File: config.mk
export PLATFORM = sky130hd
export DESIGN_NAME = crtv_vtiming
export DESIGN_NICKNAME = d
export VERILOG_FILES = /design/src/design/crtv_pkg.sv /design/src/design/crtv_regfile.sv /design/src/design/crtv_vtiming.sv
export VERILOG_INCLUDE_DIRS = /design/src /design/src/design
export SDC_FILE = /design/constraint.sdc
export NUM_CORES = 1
export LEC_CHECK = 0
export BUFFER_PORTS_ARGS = -buffer_cell sky130_fd_sc_hd__buf_2
export CORE_MARGIN = 2
export CORE_UTILIZATION = 45
export CTS_BUF_LIST = sky130_fd_sc_hd__clkbuf_2 sky130_fd_sc_hd__clkbuf_4 sky130_fd_sc_hd__clkbuf_8
export CTS_CLUSTER_DIAMETER = 200
export DETAILED_ROUTE_END_ITERATION = 10
export GPL_TIMING_DRIVEN = 0
export PLACE_DENSITY_LB_ADDON = 0.05
export SYNTH_ARGS = -nofsm -noshare
export SYNTH_HDL_FRONTEND = slang
export SYNTH_HIERARCHICAL = 1
export SYNTH_SLANG_ARGS = --single-unit
File: constraint.sdc
create_clock -name ref_clk -period 2.85 [get_ports ref_clk]
set_input_delay 0.57 -clock ref_clk [delete_from_list [all_inputs] [get_ports ref_clk]]
set_output_delay 0.57 -clock ref_clk [all_outputs]
set_load 0.02 [all_outputs]
File: src/design/crtv_cfg.svh
`ifndef CRTV_CFG_SVH
`define CRTV_CFG_SVH
`define CRTV_IDX_ULOC      8'h14
`define CRTV_IDX_VBS_LO    8'h15
`define CRTV_IDX_VBE       8'h16
`define CRTV_IDX_MODE      8'h17
`define CRTV_IDX_LCMP_LO   8'h18
`define CRTV_IDX_OVFL      8'h07
`define CRTV_IDX_MAXSCAN   8'h09
`define CRTV_ULOC_DW       6
`define CRTV_ULOC_CB4      5
`define CRTV_MODE_TEN      7
`define CRTV_MODE_WB       6
`define CRTV_MODE_AW       5
`define CRTV_MODE_CBT      3
`define CRTV_MODE_HRS      2
`define CRTV_MODE_SRS      1
`define CRTV_MODE_CMS      0
`define CRTV_OVFL_LC8      4
`define CRTV_OVFL_VBLANK_START_BIT8     3
`define CRTV_MSL_LC9       6
`define CRTV_MSL_VBLANK_START_BIT9      5
`define CRTV_RESET_VAL     8'h00
`endif

File: src/design/crtv_pkg.sv
package crtv_pkg;
  typedef struct packed {
    logic       wr;
    logic       rd;
    logic [7:0] index;
    logic [7:0] wdata;
  } crtv_req_t;
  typedef struct packed {
    logic hsync;
    logic vsync;
    logic den;
    logic blank;
  } crtv_timing_t;
endpackage : crtv_pkg

File: src/design/crtv_regfile.sv
`timescale 1ns/1ns
`include "crtv_cfg.svh"
// Indexed register storage with registered read data
module crtv_regfile (
  // Clock and reset
  input  wire logic             ref_clk,
  input  wire logic             rst_n,
  // Access
  input  wire crtv_pkg::crtv_req_t req,
  output logic [7:0]            rdata_q,
  // Register contents
  output logic [7:0]            uloc_q,
  output logic [7:0]            vbs_q,
  output logic [7:0]            vbe_q,
  output logic [7:0]            mode_q,
  output logic [7:0]            lcmp_q,
  output logic [7:0]            ovfl_q,
  output logic [7:0]            msl_q
);
  always_ff @(posedge ref_clk or negedge rst_n) begin
    if (!rst_n) begin
      uloc_q <= `CRTV_RESET_VAL;
      vbs_q  <= `CRTV_RESET_VAL;
      vbe_q  <= `CRTV_RESET_VAL;
      mode_q <= `CRTV_RESET_VAL;
      lcmp_q <= `CRTV_RESET_VAL;
      ovfl_q <= `CRTV_RESET_VAL;
      msl_q  <= `CRTV_RESET_VAL;
    end else if (req.wr) begin
      if (req.index == `CRTV_IDX_ULOC) begin
        uloc_q <= {1'b0, req.wdata[6:0]};
      end else if (req.index == `CRTV_IDX_VBS_LO) begin
        vbs_q <= req.wdata;
      end else if (req.index == `CRTV_IDX_VBE) begin
        vbe_q <= {1'b0, req.wdata[6:0]};
      end else if (req.index == `CRTV_IDX_MODE) begin
        mode_q <= {req.wdata[7:5], 1'b0, req.wdata[3:0]};
      end else if (req.index == `CRTV_IDX_LCMP_LO) begin
        lcmp_q <= req.wdata;
      end else if (req.index == `CRTV_IDX_OVFL) begin
        ovfl_q <= req.wdata;
      end else if (req.index == `CRTV_IDX_MAXSCAN) begin
        msl_q <= req.wdata;
      end
    end
  end

  always_ff @(posedge ref_clk or negedge rst_n) begin
    if (!rst_n) begin
      rdata_q <= 8'h00;
    end else if (req.rd) begin
      if (req.index == `CRTV_IDX_ULOC) begin
        rdata_q <= uloc_q;
      end else if (req.index == `CRTV_IDX_VBS_LO) begin
        rdata_q <= vbs_q;
      end else if (req.index == `CRTV_IDX_VBE) begin
        rdata_q <= vbe_q;
      end else if (req.index == `CRTV_IDX_MODE) begin
        rdata_q <= mode_q;
      end else if (req.index == `CRTV_IDX_LCMP_LO) begin
        rdata_q <= lcmp_q;
      end else if (req.index == `CRTV_IDX_OVFL) begin
        rdata_q <= ovfl_q;
      end else if (req.index == `CRTV_IDX_MAXSCAN) begin
        rdata_q <= msl_q;
      end else begin
        rdata_q <= 8'h00;
      end
    end
  end
endmodule : crtv_regfile

File: src/design/crtv_vtiming.sv
`timescale 1ns/1ns
`include "crtv_cfg.svh"
module crtv_vtiming #(
  parameter int unsigned VTOTAL = 10'd524,
  parameter int unsigned HTOTAL = 8'd99,
  parameter int unsigned HSYNC_W = 8'd12,
  parameter int unsigned VSYNC_W = 10'd2,
  parameter int unsigned HDISP = 8'd79,
  parameter int unsigned VDISP = 10'd479,
  parameter int unsigned ROW_MAX = 5'd15,
  parameter int unsigned ROW_WORDS = 16'd40
) (
  // Clock and reset
  input  wire logic                   ref_clk,
  input  wire logic                   rst_n,
  // Indexed data port (index already loaded by software)
  input  wire crtv_pkg::crtv_req_t    req,
  output logic [7:0]                  rdata_q,
  // Display outputs
  output crtv_pkg::crtv_timing_t      timing_q,
  output logic                        underline_q,
  output logic [15:0]                 mem_addr_q
);
  logic [7:0] uloc_q, vbs_q, vbe_q, mode_q, lcmp_q, ovfl_q, msl_q;
  logic [7:0] rd_w;

  // Software writes the index first, then the data port
  crtv_regfile u_regs (
    .ref_clk (ref_clk),
    .rst_n   (rst_n),
    .req     (req),
    .rdata_q (rd_w),
    .uloc_q  (uloc_q),
    .vbs_q   (vbs_q),
    .vbe_q   (vbe_q),
    .mode_q  (mode_q),
    .lcmp_q  (lcmp_q),
    .ovfl_q  (ovfl_q),
    .msl_q   (msl_q)
  );
  assign rdata_q = rd_w;

  logic        ten;
  logic        dword;
  logic [9:0]  vbs_full;
  logic [9:0]  lc_full;
  assign ten   = mode_q[`CRTV_MODE_TEN];
  assign dword = uloc_q[`CRTV_ULOC_DW];
  assign vbs_full = {msl_q[`CRTV_MSL_VBLANK_START_BIT9], ovfl_q[`CRTV_OVFL_VBLANK_START_BIT8],
                     vbs_q};
  assign lc_full  = {msl_q[`CRTV_MSL_LC9], ovfl_q[`CRTV_OVFL_LC8],
                     lcmp_q};

  // Horizontal character counter; one ref_clk is one character clock
  logic [7:0] hcnt_q;
  logic       hend;
  assign hend = (hcnt_q == 8'(HTOTAL));
  always_ff @(posedge ref_clk or negedge rst_n) begin
    if (!rst_n) begin
      hcnt_q <= 8'h00;
    end else if (!ten || hend) begin
      hcnt_q <= 8'h00;
    end else begin
      hcnt_q <= hcnt_q + 8'h01;
    end
  end

  // Vertical clock: once per line, or every other line when halved
  logic hdiv_q;
  logic vstep;
  always_ff @(posedge ref_clk or negedge rst_n) begin
    if (!rst_n) begin
      hdiv_q <= 1'b0;
    end else if (hend) begin
      hdiv_q <= ~hdiv_q;
    end
  end
  assign vstep = hend && (!mode_q[`CRTV_MODE_HRS] || hdiv_q);

  // Ten bits wide; halving the clock reaches 2048 display lines
  logic [9:0] vcnt_q;
  logic       vend;
  assign vend = (vcnt_q == 10'(VTOTAL));
  always_ff @(posedge ref_clk or negedge rst_n) begin
    if (!rst_n) begin
      vcnt_q <= 10'h000;
    end else if (!ten) begin
      vcnt_q <= 10'h000;
    end else if (vstep) begin
      vcnt_q <= vend ? 10'h000 : vcnt_q + 10'h001;
    end
  end

  // Row scan counter within a character row
  logic [4:0] row_q;
  always_ff @(posedge ref_clk or negedge rst_n) begin
    if (!rst_n) begin
      row_q <= 5'h00;
    end else if (!ten || (vstep && vend)) begin
      row_q <= 5'h00;
    end else if (vstep && (vcnt_q + 10'h001 == lc_full)) begin
      row_q <= 5'h00;
    end else if (vstep) begin
      row_q <= (row_q == 5'(ROW_MAX)) ? 5'h00 : row_q + 5'h01;
    end
  end

  // Blanking flag set at the start compare, cleared at the end compare
  logic vblank_q;
  always_ff @(posedge ref_clk or negedge rst_n) begin
    if (!rst_n) begin
      vblank_q <= 1'b0;
    end else if (!ten) begin
      vblank_q <= 1'b0;
    end else if (vstep) begin
      if (vcnt_q + 10'h001 == vbs_full) begin
        vblank_q <= 1'b1;
      end else if ((vcnt_q[6:0] + 7'h01) == vbe_q[6:0]) begin
        vblank_q <= 1'b0;
      end
    end
  end

  // Refresh address counter with divide by one, two or four
  logic [1:0]  cdiv_q;
  logic        astep;
  logic [15:0] line_base_q;
  logic [15:0] addr_q;
  logic        hact;
  assign hact = (hcnt_q <= 8'(HDISP)) && (vcnt_q <= 10'(VDISP));
  always_ff @(posedge ref_clk or negedge rst_n) begin
    if (!rst_n) begin
      cdiv_q <= 2'b00;
    end else if (hend) begin
      cdiv_q <= 2'b00;
    end else begin
      cdiv_q <= cdiv_q + 2'b01;
    end
  end
  always_comb begin
    if (dword && uloc_q[`CRTV_ULOC_CB4]) begin
      astep = (cdiv_q == 2'b11);
    end else if (mode_q[`CRTV_MODE_CBT]) begin
      astep = cdiv_q[0];
    end else begin
      astep = 1'b1;
    end
  end

  // Line base restarts at zero below the split, so scrolling does not apply.
  // The next base feeds the address load, so a new line starts from it at
  // once instead of one line late.
  logic [15:0] line_base_d;
  always_comb begin
    if (!ten || (vstep && vend)) begin
      line_base_d = 16'h0000;
    end else if (vstep && (vcnt_q + 10'h001 == lc_full)) begin
      line_base_d = 16'h0000;
    end else if (vstep && row_q == 5'(ROW_MAX)) begin
      line_base_d = line_base_q + 16'(ROW_WORDS);
    end else begin
      line_base_d = line_base_q;
    end
  end
  always_ff @(posedge ref_clk or negedge rst_n) begin
    if (!rst_n) begin
      line_base_q <= 16'h0000;
    end else begin
      line_base_q <= line_base_d;
    end
  end
  always_ff @(posedge ref_clk or negedge rst_n) begin
    if (!rst_n) begin
      addr_q <= 16'h0000;
    end else if (hend) begin
      addr_q <= line_base_d;
    end else if (hact && astep) begin
      addr_q <= addr_q + 16'h0001;
    end
  end

  // Address formatting and output multiplexer
  logic [15:0] fmt;
  always_comb begin
    if (dword) begin
      fmt = {addr_q[13:0], addr_q[15:14]};
    end else if (!mode_q[`CRTV_MODE_WB]) begin
      // Output bit n carries counter bit n-1; bit 0 takes 13 or 15
      fmt = {addr_q[14:0], mode_q[`CRTV_MODE_AW] ? addr_q[15]
                                                  : addr_q[13]};
    end else begin
      fmt = addr_q;
    end
    fmt[14] = mode_q[`CRTV_MODE_SRS] ? fmt[14] : row_q[1];
    fmt[13] = mode_q[`CRTV_MODE_CMS] ? fmt[13] : row_q[0];
  end

  always_ff @(posedge ref_clk or negedge rst_n) begin
    if (!rst_n) begin
      mem_addr_q <= 16'h0000;
    end else begin
      mem_addr_q <= fmt;
    end
  end

  // Sync, enable and blanking outputs, all forced off while disabled
  always_ff @(posedge ref_clk or negedge rst_n) begin
    if (!rst_n) begin
      timing_q <= '0;
    end else if (!ten) begin
      timing_q <= '0;
    end else begin
      timing_q.hsync <= (hcnt_q > 8'(HTOTAL - HSYNC_W));
      timing_q.vsync <= (vcnt_q > 10'(VTOTAL - VSYNC_W));
      timing_q.den   <= hact;
      timing_q.blank <= vblank_q || !hact;
    end
  end

  always_ff @(posedge ref_clk or negedge rst_n) begin
    if (!rst_n) begin
      underline_q <= 1'b0;
    end else begin
      underline_q <= ten && hact &&
                     ({1'b0, row_q} == {1'b0, uloc_q[4:0]} + 6'h01);
    end
  end
endmodule : crtv_vtiming

==> results.json <==
{
  "clock_path_buffers": 2,
  "end_kind": "register",
  "num_rows": 47,
  "dp_hpwl_mm": 14.5,
  "internal-power_w": 0.00354,
  "ys_warn_count": 6,
  "final_common_cell": "dfrtp_1",
  "nets": 824,
  "areaGrowthSynthToFinish_pct": 13.3,
  "clockPowerShare_pct": 39.4,
  "grt_max_degree": 83,
  "cts_hold_buf": 0,
  "power_frac_seq_pct": 47.2,
  "finalSetupViolCount": 0,
  "num_antenna_cells": 0,
  "synth_area_um2": 7670,
  "worstSetupStartpointType": "register",
  "postCtsSetupRepairBufs": 0,
  "via_per_inst": 5.75,
  "status": "finished, final reports clean",
  "cts_tree": "yes",
  "cp.arrival_ns": 3.10,
  "drtIter0Drc": 420,
  "combPwrFrac_pct": 13.5,
  "grt_use_met3_pct": 4.50,
  "die_area_um2": 18100,
  "drt-pass1-iter-count": 5,
  "top_usage_layer": "met1",
  "skew_ns": 0.0167,
  "drive_gt1_share_pct": 23.8,
  "maxCapViolations": 0,
  "critical_path.max_fanout": 10,
  "grt_overflow": 0,
  "core_um2": 16600,
  "clk_latency_ns": 0.47,
  "worstSetupPathType": "register to register",
  "drc": 0,
  "min_period_ns": 2.74,
  "critical_path_required_ns": 3.21,
  "vias": 5907,
  "met1_usage_pct": 35.0,
  "grt_pass1_wl_mm": 31.9,
  "rsz0062_at_grt": "false",
  "switchingPower_w": 0.00137,
  "wl_per_cell_um": 19.0,
  "cts_buffers": 17,
  "syn_nets": 759,
  "boundaryPins": 49,
  "dieHeight_um": 135,
  "power_w": 0.00491,
  "netSwitchingFraction_pct": 27.9,
  "leakagePower_nw": 3.80,
  "slew_violations": 0,
  "fillers": 1555,
  "p_per_area_nw_per_um2": 566,
  "use_met2_pct": 33.2,
  "cts.sinks": 141,
  "first_global_vias": 5728,
  "preCtsSetupSlack_ns": 0.0651,
  "setup_tns_ns": 0,
  "fmaxAchievable_mhz": 365,
  "netlist_instances": 730,
  "worst_pin_slew_ns": 0.755,
  "worst-r2r-setup-slack_ns": 0.11,
  "final-hold-violation-count": 0,
  "holdWs_ns": 0.0721,
  "vdd_drop_max_v": 0.000343,
  "final_cell_mix": "141 x dfrtp_1, 66 x mux2_2, 58 x nand2_1",
  "grt_usage_pct": 23.0,
  "htree_levels": 4,
  "hold_path.class": "primary input to asynchronous set/reset pin",
  "port_buffers": 45,
  "start_util_pct": 46.1,
  "setup_ws_ns": 0.113,
  "cts_root_buf": "clkbuf_8",
  "wirelength_mm": 19.5,
  "layout_worst_path_cycle_share_pct": 96.0,
  "clkTransAtPathRegs_ns": 0.08,
  "grt_antenna_before_repair": 0,
  "relSlewSlack_pct": 49.4,
  "ant_nets": 0,
  "syn_area_per_cell_um2": 10.5,
  "startpoint": "vcnt_q[0]",
  "die_w_um": 135,
  "r2r-start": "vcnt_q[0]",
  "gp_routability_congestion": 0.891
}
[power by group through the flow]
stage | registers [W] | clock network (W) | logic, W
4_1_cts | 0.00231 | 0.00196 | 0.000668
5_1_grt | 0.00234 | 0.00206 | 0.000734
3_5_place_dp | 0.00235 | 0 | 0.000668
3_3_place_gp | 0.00235 | 0 | 0.000649
6_report | 0.00232 | 0.00193 | 0.000661
2_1_floorplan | 0.00238 | 0 | 0.000378
[worst max-delay path, stage by stage, from the launching register on]
cell and delay, ns:
dfrtp_1 0.41, buf_6 0.16, inv_1 0.08, ha_2 0.32, xor2_1 0.16, a311o_1 0.33
a2111oi_2 0.21, and4_4 0.30, a21o_4 0.20, buf_8 0.18, nor2_4 0.07, o22a_1 0.20
[area by class of cell]
class | count | area, um2 | area share (%)
Tap cell | 220 | 275 | 3.17
Sequential cell | 141 | 3530 | 40.6
Multi-Input combinational cell | 535 | 3890 | 44.9
Inverter | 16 | 60.1 | 0.692
Clock buffer | 20 | 269 | 3.10
Buffer | 38 | 189 | 2.18
Timing Repair Buffer | 46 | 259 | 2.98
Clock inverter | 12 | 206 | 2.38
[sequential cells by signal, summed over array words and instances (netlist names), 10 cells and up]
signal / flops
line_base_q: 16
mem_addr_q: 16
addr_q: 16
vcnt_q: 10
[through the flow]
stage                     instance area [um2]  util, %  instances
final                                    8680     52.2       1028
after global routing                     8680     52.2       1028
after CTS                                8680     52.1       1028
after detailed placement                 8200     49.3        996
after global placement                   8170     49.1        995
after floorplan                          7670        -        730
[path summary, 6_finish.rpt]
| path | end | depth (start not counted) |
|---|---|---|
| max in group asynchronous | u_regs/lcmp_q[2] | 2 |
| setup / recovery | addr_q[15] | 11 |
| setup reg to reg | addr_q[15] | 11 |
| min in group ref_clk | u_regs/lcmp_q[4] | 2 |
| hold reg to reg | cdiv_q[0] | 1 |
| hold / removal | vcnt_q[5] | 1 |
[routing by layer]
layer  wire length, um  vias up
met2              8610      143
met4               343        0
met5                 0        -
met1              9730     2969
met3               841       25
li1                  -     2770
[timing repair]
| action | in CTS | in global routing |
|---|---|---|
| hold endpoints to repair | 0 | 0 |
| endpoints found under the setup margin | 0 | 7 |
| gates resized for setup | 0 | 2 |
Power figures use the tool's default switching activity.
